[src/hdl/sfq_pkg.sv]
/*
 Shared constants and types for the quad-protocol serial flash command decoder.
 Assumes one 125 MHz clock and a 32-bit Avalon-MM register port.
*/
package sfq_pkg;
  localparam int CLK_MHZ = 125;
  // Opcodes
  localparam logic [7:0] OP_RD = 8'h03;
  localparam logic [7:0] OP_FRD = 8'h0b;
  localparam logic [7:0] OP_DIO = 8'hbb;
  localparam logic [7:0] OP_DOUT = 8'h3b;
  localparam logic [7:0] OP_QIO = 8'heb;
  localparam logic [7:0] OP_QOUT = 8'h6b;
  localparam logic [7:0] OP_PROG = 8'h02;
  localparam logic [7:0] OP_QPP = 8'h38;
  localparam logic [7:0] OP_SEC = 8'h20;
  localparam logic [7:0] OP_B32 = 8'h52;
  localparam logic [7:0] OP_B64 = 8'hd8;
  localparam logic [7:0] OP_CE1 = 8'h60;
  localparam logic [7:0] OP_CE2 = 8'hc7;
  localparam logic [7:0] OP_QENTRY = 8'h35;
  localparam logic [7:0] OP_QEXIT = 8'hf5;
  localparam logic [7:0] OP_WR_EN = 8'h06;
  // Register byte offsets
  localparam logic [4:0] OFF_CFG = 5'h00;
  localparam logic [4:0] OFF_STAT = 5'h04;
  localparam logic [4:0] OFF_EVT = 5'h08;
  localparam logic [4:0] OFF_EDAT = 5'h0c;
  localparam logic [4:0] OFF_TX = 5'h10;
  // Configuration and status fields
  localparam int CFG_DC_LO = 6;
  localparam int CFG_DC_HI = 7;
  localparam logic [7:0] CFG_RST = 8'h00;
  localparam int ST_BUSY = 0;
  localparam int ST_WLATCH = 1;
  localparam int ST_QUAD = 2;
  localparam int ST_QENB = 3;
  localparam int ST_EVT = 4;
  localparam int ST_OVF = 5;
  localparam int ST_REJ = 6;
  // Dummy clocks per select code
  localparam logic [4:0] DUMMY_SEL0 = 5'h08;
  localparam logic [4:0] DUMMY_SEL1 = 5'h06;
  localparam logic [4:0] DUMMY_SEL2 = 5'h08;
  localparam logic [4:0] DUMMY_SEL3 = 5'h0a;
  localparam int ADDR_BYTES = 3;
  localparam logic [8:0] PAGE_BYTES = 9'h100;
  localparam int FIFO_DEPTH = 8;

  typedef enum logic [2:0] {
    ST_IDLE = 3'b000, ST_OPC = 3'b001, ST_ADDR = 3'b010, ST_DUMMY = 3'b011,
    ST_DIN = 3'b100, ST_DOUT = 3'b101, ST_WAITCS = 3'b110, ST_IGNORE = 3'b111
  } sfq_state_e;

  typedef enum logic [3:0] {
    EV_NONE = 4'h0, EV_READ = 4'h1, EV_PDATA = 4'h2, EV_COMMIT = 4'h3,
    EV_ABORT = 4'h4, EV_SEC = 4'h5, EV_B32 = 4'h6, EV_B64 = 4'h7, EV_CHIP = 4'h8
  } sfq_kind_e;

  typedef struct packed {
    sfq_kind_e kind;
    logic [23:0] addr;
    logic [7:0] data;
  } sfq_evt_s;
endpackage : sfq_pkg

[src/hdl/sfq_decoder.sv]
/*
 Serial flash command front end: link engine, event FIFO, Avalon-MM slave.
 Assumes cs_n, sclk and io_in are synchronous to clock, sclk well below clock/2.
*/
// Contract
// - Opcode 35h switches the device into the four-line protocol.
// - In that protocol command, address and data run 4-4-4 and the quad enable bit is untouched.
// - Opcode F5h is the only way out of the four-line protocol.
// - After F5h command cycles return to one line.
// - In the four-line protocol command, address and output data all use four lines.
// - Opcode 02h with three address bytes and 1-256 data bytes programs the page.
// - Opcode 20h with three address bytes erases the containing sector.
// - Opcode D8h with three address bytes erases the 64 KB block.
// - Fast and multi-line reads take their dummy count from configuration bits 7:6.
// - Program, erase and mode switch execute only if select rises on a byte boundary.
// - Input is sampled on the rising and output shifted on the falling serial clock.
// - While busy, array accesses are ignored and do not disturb the operation.
// - Opcode 06h sets the write latch flag.
`timescale 1ns/1ns
`default_nettype none
module sfq_fifo #(
  parameter int W = 8,
  parameter int D = 8
) (
  input wire logic clock,
  input wire logic nrst,
  input wire logic in_valid,
  output logic in_ready,
  input wire logic [W-1:0] in_data,
  output logic out_valid,
  input wire logic out_ready,
  output logic [W-1:0] out_data
);
  localparam int AW = $clog2(D);
  logic [W-1:0] mem_ff [D];
  logic [AW-1:0] wp_ff;
  logic [AW-1:0] rp_ff;
  logic [AW:0] cnt_ff;
  wire push = in_valid && in_ready;
  wire pop = out_valid && out_ready;
  assign in_ready = cnt_ff != (AW+1)'(D);
  assign out_valid = cnt_ff != '0;
  assign out_data = mem_ff[rp_ff];
  always_ff @(posedge clock)
  begin
    if (push)
      mem_ff[wp_ff] <= in_data;
  end
  always_ff @(posedge clock or negedge nrst)
  begin
    if (!nrst)
    begin
      wp_ff <= '0;
      rp_ff <= '0;
      cnt_ff <= '0;
    end
    else
    begin
      if (push)
        wp_ff <= (wp_ff == AW'(D - 1)) ? '0 : wp_ff + 1'b1;
      if (pop)
        rp_ff <= (rp_ff == AW'(D - 1)) ? '0 : rp_ff + 1'b1;
      cnt_ff <= cnt_ff + (AW+1)'(push) - (AW+1)'(pop);
    end
  end
endmodule : sfq_fifo

module sfq_decoder #(
  parameter int DEPTH = sfq_pkg::FIFO_DEPTH
) (
  input wire logic clock,
  input wire logic nrst,
  input wire logic cs_n,
  input wire logic sclk,
  input wire logic [3:0] io_in,
  output logic [3:0] io_out,
  output logic [3:0] io_oe,
  input wire logic [4:0] avs_address,
  input wire logic avs_read,
  input wire logic avs_write,
  input wire logic [31:0] avs_writedata,
  output logic [31:0] avs_readdata,
  output logic avs_waitrequest
);
  sfq_pkg::sfq_state_e st_ff, nxt_st;
  logic sclk_ff, cs_ff, quad_ff, qen_ff, busy_ff, wlatch_ff, ovf_ff, rej_ff, wait_ff;
  logic [2:0] cnt_ff, ocnt_ff;
  logic [8:0] bcnt_ff;
  logic [7:0] sr_ff, op_ff, cfg_ff, tx_ff, txsr_ff;
  logic [23:0] addr_ff;
  logic [3:0] io_out_ff, io_oe_ff;
  logic [31:0] rdata_ff;

  function automatic logic [2:0] addr_lanes(input logic [7:0] op, input logic q);
    addr_lanes = (q || op == sfq_pkg::OP_QIO) ? 3'd4 : (op == sfq_pkg::OP_DIO) ? 3'd2 : 3'd1;
  endfunction : addr_lanes
  function automatic logic [2:0] out_lanes(input logic [7:0] op, input logic q);
    if (q || op == sfq_pkg::OP_QIO || op == sfq_pkg::OP_QOUT)
      out_lanes = 3'd4;
    else if (op == sfq_pkg::OP_DIO || op == sfq_pkg::OP_DOUT)
      out_lanes = 3'd2;
    else
      out_lanes = 3'd1;
  endfunction : out_lanes
  function automatic logic is_read(input logic [7:0] op);
    is_read = op inside {sfq_pkg::OP_RD, sfq_pkg::OP_FRD, sfq_pkg::OP_DIO,
                         sfq_pkg::OP_DOUT, sfq_pkg::OP_QIO, sfq_pkg::OP_QOUT};
  endfunction : is_read
  function automatic logic is_pgm(input logic [7:0] op);
    is_pgm = op == sfq_pkg::OP_PROG || op == sfq_pkg::OP_QPP;
  endfunction : is_pgm
  function automatic logic is_ers(input logic [7:0] op);
    is_ers = op inside {sfq_pkg::OP_SEC, sfq_pkg::OP_B32, sfq_pkg::OP_B64,
                        sfq_pkg::OP_CE1, sfq_pkg::OP_CE2};
  endfunction : is_ers
  // Opcodes allowed in the current line mode
  function automatic logic op_legal(input logic [7:0] op, input logic q);
    case (op)
      sfq_pkg::OP_RD, sfq_pkg::OP_FRD, sfq_pkg::OP_DIO, sfq_pkg::OP_DOUT,
      sfq_pkg::OP_QOUT, sfq_pkg::OP_QPP, sfq_pkg::OP_QENTRY: op_legal = !q;
      sfq_pkg::OP_QEXIT: op_legal = q;
      sfq_pkg::OP_QIO, sfq_pkg::OP_PROG, sfq_pkg::OP_SEC, sfq_pkg::OP_B32, sfq_pkg::OP_B64,
      sfq_pkg::OP_CE1, sfq_pkg::OP_CE2, sfq_pkg::OP_WR_EN: op_legal = 1'b1;
      default: op_legal = 1'b0;
    endcase
  endfunction : op_legal
  function automatic logic [3:0] out_bits(input logic [7:0] b, input logic [2:0] n);
    out_bits = (n == 3'd4) ? b[7:4] : (n == 3'd2) ? {2'b00, b[7:6]} : {2'b00, b[7], 1'b0};
  endfunction : out_bits

  // Link edges, sampled as ordinary synchronous inputs
  wire sclk_rise = sclk && !sclk_ff;
  wire sclk_fall = !sclk && sclk_ff;
  wire cs_rise = cs_n && !cs_ff;
  wire cs_fall = !cs_n && cs_ff;
  wire [2:0] olanes = quad_ff ? 3'd4 : 3'd1;
  wire [2:0] lanes = (st_ff == sfq_pkg::ST_ADDR) ? addr_lanes(op_ff, quad_ff) :
                     (st_ff == sfq_pkg::ST_DIN && op_ff == sfq_pkg::OP_QPP) ? 3'd4 : olanes;
  wire [2:0] lo = out_lanes(op_ff, quad_ff);
  wire [7:0] sr_nxt = (lanes == 3'd4) ? {sr_ff[3:0], io_in} :
                      (lanes == 3'd2) ? {sr_ff[5:0], io_in[1:0]} : {sr_ff[6:0], io_in[0]};
  wire [3:0] cnt_sum = {1'b0, cnt_ff} + {1'b0, lanes};
  wire byte_done = sclk_rise && !cs_n && cnt_sum[3];
  wire opc_done = byte_done && st_ff == sfq_pkg::ST_OPC;
  wire arr = is_read(sr_nxt) || is_pgm(sr_nxt) || is_ers(sr_nxt);
  wire addr_done = byte_done && st_ff == sfq_pkg::ST_ADDR && bcnt_ff == 9'(sfq_pkg::ADDR_BYTES - 1);
  wire [23:0] addr_full = {addr_ff[15:0], sr_nxt};
  // Dummy count from the two select bits
  wire [1:0] dc_sel = {cfg_ff[sfq_pkg::CFG_DC_HI], cfg_ff[sfq_pkg::CFG_DC_LO]};
  wire [4:0] dummy_n = (dc_sel == 2'd0) ? sfq_pkg::DUMMY_SEL0 : (dc_sel == 2'd1) ? sfq_pkg::DUMMY_SEL1 :
                       (dc_sel == 2'd2) ? sfq_pkg::DUMMY_SEL2 : sfq_pkg::DUMMY_SEL3;
  wire dummy_end = st_ff == sfq_pkg::ST_DUMMY && sclk_rise && bcnt_ff + 9'd1 == {4'h0, dummy_n};
  // Byte boundary check at select rise
  wire boundary = cnt_ff == 3'd0;
  wire ends_cmd = cs_rise && (st_ff == sfq_pkg::ST_WAITCS || st_ff == sfq_pkg::ST_DIN);
  wire exec = ends_cmd && boundary && !(st_ff == sfq_pkg::ST_DIN && bcnt_ff == 9'd0);
  wire reject = ends_cmd && !exec;

  always_comb
  begin
    nxt_st = st_ff;
    if (cs_n)
      nxt_st = sfq_pkg::ST_IDLE;
    else if (cs_fall)
      nxt_st = sfq_pkg::ST_OPC;
    else if (opc_done)
    begin
      if (!op_legal(sr_nxt, quad_ff) || (busy_ff && arr))
        nxt_st = sfq_pkg::ST_IGNORE;
      else if (is_read(sr_nxt) || is_pgm(sr_nxt) ||
               sr_nxt == sfq_pkg::OP_SEC || sr_nxt == sfq_pkg::OP_B32 || sr_nxt == sfq_pkg::OP_B64)
        nxt_st = sfq_pkg::ST_ADDR;
      else
        nxt_st = sfq_pkg::ST_WAITCS;
    end
    else if (addr_done)
    begin
      // Normal read has no dummy phase
      if (op_ff == sfq_pkg::OP_RD)
        nxt_st = sfq_pkg::ST_DOUT;
      else if (is_read(op_ff))
        nxt_st = sfq_pkg::ST_DUMMY;
      else if (is_pgm(op_ff))
        nxt_st = sfq_pkg::ST_DIN;
      else
        nxt_st = sfq_pkg::ST_WAITCS;
    end
    else if (dummy_end)
      nxt_st = sfq_pkg::ST_DOUT;
  end

  // Event stream toward software
  sfq_pkg::sfq_evt_s push_evt;
  sfq_pkg::sfq_evt_s head;
  logic push_ready, head_valid;
  wire ev_read = addr_done && is_read(op_ff);
  wire ev_data = byte_done && st_ff == sfq_pkg::ST_DIN;
  wire ev_end = ends_cmd && (st_ff == sfq_pkg::ST_DIN || (exec && is_ers(op_ff)));
  wire push_valid = ev_read || ev_data || ev_end;
  always_comb
  begin
    push_evt.addr = ev_read ? addr_full : addr_ff;
    push_evt.data = sr_nxt;
    if (ev_read)
      push_evt.kind = sfq_pkg::EV_READ;
    else if (ev_data)
      push_evt.kind = sfq_pkg::EV_PDATA;
    else if (st_ff == sfq_pkg::ST_DIN)
      push_evt.kind = exec ? sfq_pkg::EV_COMMIT : sfq_pkg::EV_ABORT;
    else
      case (op_ff)
        sfq_pkg::OP_SEC: push_evt.kind = sfq_pkg::EV_SEC;
        sfq_pkg::OP_B32: push_evt.kind = sfq_pkg::EV_B32;
        sfq_pkg::OP_B64: push_evt.kind = sfq_pkg::EV_B64;
        default: push_evt.kind = sfq_pkg::EV_CHIP;
      endcase
  end

  // Avalon-MM: one wait state, then accept
  wire acc = (avs_read || avs_write) && !wait_ff;
  wire wr_stat = acc && avs_write && avs_address == sfq_pkg::OFF_STAT;
  wire pop = acc && avs_read && avs_address == sfq_pkg::OFF_EVT;
  wire [7:0] stat = {1'b0, rej_ff, ovf_ff, head_valid, qen_ff, quad_ff, wlatch_ff, busy_ff};
  wire [31:0] rd_mux = (avs_address == sfq_pkg::OFF_CFG) ? {24'h0, cfg_ff} :
                       (avs_address == sfq_pkg::OFF_STAT) ? {24'h0, stat} :
                       (avs_address == sfq_pkg::OFF_EVT) ? {head_valid, 3'h0, head.kind, head.addr} :
                       (avs_address == sfq_pkg::OFF_EDAT) ? {24'h0, head.data} :
                       (avs_address == sfq_pkg::OFF_TX) ? {24'h0, tx_ff} : 32'h0;

  sfq_fifo #(.W($bits(sfq_pkg::sfq_evt_s)), .D(DEPTH)) u_fifo (
    .clock(clock),
    .nrst(nrst),
    .in_valid(push_valid),
    .in_ready(push_ready),
    .in_data(push_evt),
    .out_valid(head_valid),
    .out_ready(pop),
    .out_data(head)
  );

  always_ff @(posedge clock or negedge nrst)
  begin
    if (!nrst)
    begin
      sclk_ff <= 1'b0;
      cs_ff <= 1'b1;
      st_ff <= sfq_pkg::ST_IDLE;
      cnt_ff <= 3'd0;
      sr_ff <= 8'h00;
      op_ff <= 8'h00;
    end
    else
    begin
      sclk_ff <= sclk;
      cs_ff <= cs_n;
      st_ff <= nxt_st;
      // Input sampled on rising serial clock
      if (cs_fall || cs_n)
        cnt_ff <= 3'd0;
      else if (sclk_rise)
        cnt_ff <= cnt_sum[2:0];
      if (sclk_rise)
        sr_ff <= sr_nxt;
      if (opc_done)
        op_ff <= sr_nxt;
    end
  end

  always_ff @(posedge clock or negedge nrst)
  begin
    if (!nrst)
    begin
      bcnt_ff <= 9'd0;
      addr_ff <= 24'h0;
    end
    else
    begin
      if (opc_done || addr_done)
        bcnt_ff <= 9'd0;
      else if ((byte_done && st_ff == sfq_pkg::ST_ADDR) || (ev_data && bcnt_ff != sfq_pkg::PAGE_BYTES) ||
               (st_ff == sfq_pkg::ST_DUMMY && sclk_rise))
        bcnt_ff <= bcnt_ff + 9'd1;
      if (byte_done && st_ff == sfq_pkg::ST_ADDR)
        addr_ff <= addr_full;
      else if (ev_data)
        addr_ff <= {addr_ff[23:8], addr_ff[7:0] + 8'h01};
    end
  end

  // Output shifted on falling serial clock
  always_ff @(posedge clock or negedge nrst)
  begin
    if (!nrst)
    begin
      io_out_ff <= 4'h0;
      io_oe_ff <= 4'h0;
      ocnt_ff <= 3'd0;
      txsr_ff <= 8'h00;
    end
    else if (st_ff != sfq_pkg::ST_DOUT || cs_n)
    begin
      io_oe_ff <= 4'h0;
      ocnt_ff <= 3'd0;
    end
    else if (sclk_fall)
    begin
      io_out_ff <= out_bits(ocnt_ff == 3'd0 ? tx_ff : txsr_ff, lo);
      txsr_ff <= 8'((ocnt_ff == 3'd0 ? tx_ff : txsr_ff) << lo);
      io_oe_ff <= (lo == 3'd4) ? 4'hf : (lo == 3'd2) ? 4'h3 : 4'h2;
      ocnt_ff <= ocnt_ff + lo;
    end
  end

  // Mode, latch and busy flags; hardware set wins over software clear
  always_ff @(posedge clock or negedge nrst)
  begin
    if (!nrst)
    begin
      quad_ff <= 1'b0;
      wlatch_ff <= 1'b0;
      busy_ff <= 1'b0;
      ovf_ff <= 1'b0;
      rej_ff <= 1'b0;
    end
    else
    begin
      if (exec && op_ff == sfq_pkg::OP_QENTRY)
        quad_ff <= 1'b1;
      else if (exec && op_ff == sfq_pkg::OP_QEXIT)
        quad_ff <= 1'b0;
      if (exec && op_ff == sfq_pkg::OP_WR_EN)
        wlatch_ff <= 1'b1;
      else if (exec && (is_ers(op_ff) || is_pgm(op_ff)))
        wlatch_ff <= 1'b0;
      if (exec && (is_ers(op_ff) || is_pgm(op_ff)))
        busy_ff <= 1'b1;
      else if (wr_stat && avs_writedata[sfq_pkg::ST_BUSY])
        busy_ff <= 1'b0;
      if (push_valid && !push_ready)
        ovf_ff <= 1'b1;
      else if (wr_stat && avs_writedata[sfq_pkg::ST_OVF])
        ovf_ff <= 1'b0;
      if (reject)
        rej_ff <= 1'b1;
      else if (wr_stat && avs_writedata[sfq_pkg::ST_REJ])
        rej_ff <= 1'b0;
    end
  end

  always_ff @(posedge clock or negedge nrst)
  begin
    if (!nrst)
    begin
      wait_ff <= 1'b1;
      rdata_ff <= 32'h0;
      cfg_ff <= sfq_pkg::CFG_RST;
      tx_ff <= 8'h00;
      qen_ff <= 1'b0;
    end
    else
    begin
      wait_ff <= wait_ff ? !(avs_read || avs_write) : 1'b1;
      if (avs_read && wait_ff)
        rdata_ff <= rd_mux;
      if (acc && avs_write && avs_address == sfq_pkg::OFF_CFG)
        cfg_ff <= avs_writedata[7:0];
      if (acc && avs_write && avs_address == sfq_pkg::OFF_TX)
        tx_ff <= avs_writedata[7:0];
      // Only software moves the quad enable bit
      if (wr_stat)
        qen_ff <= avs_writedata[sfq_pkg::ST_QENB];
    end
  end

  assign io_out = io_out_ff;
  assign io_oe = io_oe_ff;
  assign avs_readdata = rdata_ff;
  assign avs_waitrequest = wait_ff;
endmodule : sfq_decoder
`default_nettype wire

[config.mk]
export PLATFORM = sky130hd
export DESIGN_NAME = sfq_decoder
export DESIGN_NICKNAME = d
export VERILOG_FILES = /design/src/hdl/sfq_pkg.sv /design/src/hdl/sfq_decoder.sv
export SDC_FILE = /design/constraint.sdc
export NUM_CORES = 1
export LEC_CHECK = 0
export BUFFER_PORTS_ARGS = -buffer_cell sky130_fd_sc_hd__buf_4
export CAP_MARGIN = 5
export CORE_MARGIN = 2
export CORE_UTILIZATION = 55
export DETAILED_ROUTE_END_ITERATION = 12
export GPL_TIMING_DRIVEN = 0
export PLACE_DENSITY = 0.73
export SYNTH_ARGS = -nofsm -noshare
export SYNTH_HDL_FRONTEND = slang
export SYNTH_SLANG_ARGS = --single-unit
export TNS_END_PERCENT = 100
[constraint.sdc]
create_clock -name clock -period 9.31 [get_ports clock]
set_clock_uncertainty 0.15 [all_clocks]
set_input_delay 1.3965 -clock clock [delete_from_list [all_inputs] [get_ports clock]]
set_output_delay 1.3965 -clock clock [all_outputs]
set_load 0.03 [all_outputs]
==> flow_summary.yaml <==
status:
  run_status: "completed"
yosys:
  synth.most_common_cell: "edfxtp_1"
  netlist.area_leader.share: 0.467
  synthArstFlopShare: 0.321
  synthDistinctLibCells: 76
  avgSynthCellArea_um2: 15.0
  ys_warn_count: 0
  synth.area.top_cells: "edfxtp_1 47%, dfrtp_1 18%, mux4_2 8.8%"
  seq_area_frac_synth: 0.651
  yosysTopAreaCell: "edfxtp_1"
  synth_ff_type: "edfxtp_1"
  synth_seq_cells: 424
  syn-instance-count: 1237
  syn_area_mm2: 0.0185
  synth_edf_count: 288
  yosys-top-cells-count: "288 x edfxtp_1, 134 x dfrtp_1, 112 x nand2_1"
clocking:
  clock_latency_ps: 550
  postCtsSetupRepairBufs: 0
  cts-root-buf: "clkbuf_16"
  cts_max_level: 2
  cts_tree: "done"
  cts_buffers: 43
  ctsResizeCount: 0
  clock_path_buffers: 3
  clkTransAtPathRegs_ps: 60
  ctsHoldBuffers: 0
  clkSinkCount: 424
place:
  port_buffers: 60
  dp_hpwl_um: 27700
  place_congestion: 0.869
  postPlaceCellArea_mm2: 0.0198
detailed_routing:
  route.met2.wl_um: 20100
  ant_nets: 0
  drc: 0
  wl_um: 41600
  dr.pass1.iters: 5
  drt_iter0_drc: 875
  highest_layer: "met5"
  wl_met3_um: 2680
  viasPerCell: 6.03
  wire_per_inst_um: 22.6
  vias: 11100
  wl_met1_um: 17600
power_and_ir_drop:
  power_leakage_nw: 7.84
  vdd_ir_drop_max_mv: 0.126
  totalPowerFinal_mw: 4.36
  power_density_mw_per_mm2: 205
global_routing:
  first_global_vias: 11200
  grt_pass1_wl_um: 65500
  antenna_found_initial: 5
  grt_max_degree: 80
  grt-ovfl-total: 0
  track_usage: 0.245
setup_path:
  timing.rr.end: "u_fifo.mem_ff[4][1]"
  r2r_cells: 16
  arrival_ps: 5970
  crit_required_ps: 9390
  cpMaxStageDelayCell: "nor4bb_4"
  cp_max_fo: 12
  critPathLaunchType: "flop"
  crit_path_end_kind: "flop"
  r2r_slack_ps: 3420
  worstSetupStartpoint: "op_ff[6]"
  path_class: "reg2reg"
  crit_chain: "clkbuf_1 > and2_1 > and4_1 > nor2_4 > inv_1 > ha_1 > a21oi_1 > or3_1 > nor3_1 > nand2_1 > and2_1 > a21oi_1 > buf_2 > nor4bb_4 > buf_8 > buf_6"
  slowest_delay_ps: 780
  r2r_start: "op_ff[6]"
finish:
  finalNetCount: 1426
  design_area_mm2: 0.0212
  drive_gt1_frac: 0.224
  fillers: 2449
  area_growth_pct: 14.7
sta:
  max-slew-margin-rel: 0.224
  fin_crit_sh: 0.633
  grt_setup_unrepaired: "false"
  hold_viol_final: 0
  fmax_mhz: 170
  finalMaxSlewViolations: 0
  tightest_slew_ps: 1150
  min_period_ps: 5890
  setup_viol_count_final: 0
min_path:
  hold_path_depth: 2
  hold_end: "avs_readdata[27]"
  hp-class: "reg2reg"
  min_from: "avs_readdata[27]"
floorplan:
  io_pins: 88
  die_w_um: 187
  fp.dieArea_mm2: 0.0351
  die_y_um: 187
  core-area_mm2: 0.0334
  num_rows: 67
  start_util: 0.555
job:
  drv_cap: 0
-- flip-flops by register name, indices dropped and copies added, names as in the netlist, 4 cells and up --
signal	cells
addr_ff	24
io_out	4
sr_ff	7
avs_readdata	29
txsr_ff	8
u_fifo.cnt_ff	4
u_fifo.mem_ff	288
tx_ff	8
cfg_ff	8
bcnt_ff	9
op_ff	8
-- layout make-up --
cell class	count	area (um2)	area share
clock buffers	53	1110	0.0524
well taps	448	561	0.0264
clock inverters	25	312	0.0147
diodes	3	7.51	0.000354
repair buffers	74	688	0.0324
multi-input cells	711	6070	0.286
flip-flops and latches	424	12100	0.568
plain buffers	74	315	0.0148
inverters	30	113	0.00530
-- how the worst max path moves through the flow --
stage	endpoint	slack [ps]
after CTS	u_fifo.mem_ff[4][1]	3490
after floorplan	u_fifo.mem_ff[4][0]	1760
after global placement	u_fifo.mem_ff[4][19]	-2610
final	u_fifo.mem_ff[4][1]	3420
after global routing	u_fifo.mem_ff[4][1]	3060
after detailed placement	u_fifo.mem_ff[4][18]	3500
-- power by group --
| group | leakage (nW) | total (mW) | internal (mW) | switching, mW |
|---|---|---|---|---|
| Sequential | 4.45 | 2.09 | 2.06 | 0.0372 |
| Clock | 0.696 | 1.75 | 1.05 | 0.701 |
| Combinational | 2.69 | 0.519 | 0.217 | 0.301 |
-- worst max-delay path: cells and delay by family (launching register included) --
kind | cells | cell delay, ps
and+or+nand+nor | 8 | 3110
adders and majority gates | 1 | 360
AOI/OAI and AO/OA | 2 | 370
buffers and inverters | 5 | 1200
DFF | 1 | 380
-- cell usage in the layout, fill, tap and decap left out, types with 10 or more instances in the layout --
master | Yosys | final
nand2_1 | 112 | 112
ha_1 | 18 | 18
buf_1 | 11 | 11
nor2b_1 | 10 | 10
nor3_1 | 13 | 13
inv_1 | 29 | 29
nand3_1 | 19 | 19
buf_4 | 5 | 65
a211oi_1 | 14 | 14
mux2i_1 | 56 | 56
a31oi_1 | 10 | 10
xor2_1 | 16 | 16
mux2_2 | 64 | 64
mux4_2 | 72 | 72
clkbuf_16 | 0 | 43
o21ai_0 | 78 | 78
edfxtp_1 | 288 | 288
nor2_1 | 52 | 52
a21oi_1 | 40 | 40
dfrtp_1 | 134 | 134
clkbuf_1 | 48 | 58
-- per-stage QoR --
stage	util	TNS, ps	setup slack [ps]	hold WS (ps)	instances
6_report	0.637	0	3420	326	1842
3_3_place_gp	0.585	-178850	-2610	312	1747
5_1_grt	0.636	0	3060	350	1840
2_1_floorplan	-	0	1760	293	1239
3_5_place_dp	0.594	0	3500	322	1761
4_1_cts	0.636	0	3490	335	1839
-- routing by layer --
| layer | up-vias | global-route usage |
|---|---|---|
| met1 | 5629 | 0.346 |
| li1 | 4956 | - |
| met4 | 4 | 0.0836 |
| met3 | 76 | 0.0368 |
| met5 | - | 0 |
| met2 | 435 | 0.397 |
-- kinds of logic after synthesis --
logic type | Yosys count | synth area share
flip-flops | 424 | 0.651
AND/OR/NAND/NOR | 281 | 0.0764
multiplexers | 199 | 0.163
AO/OA/AOI/OAI | 182 | 0.0587
buffers and inverters | 104 | 0.0231
XOR/XNOR | 25 | 0.0118
adder cells (fa/ha/maj) | 21 | 0.0154
other | 1 | 0.000203
No activity file was read; power rests on OpenSTA's default activity.
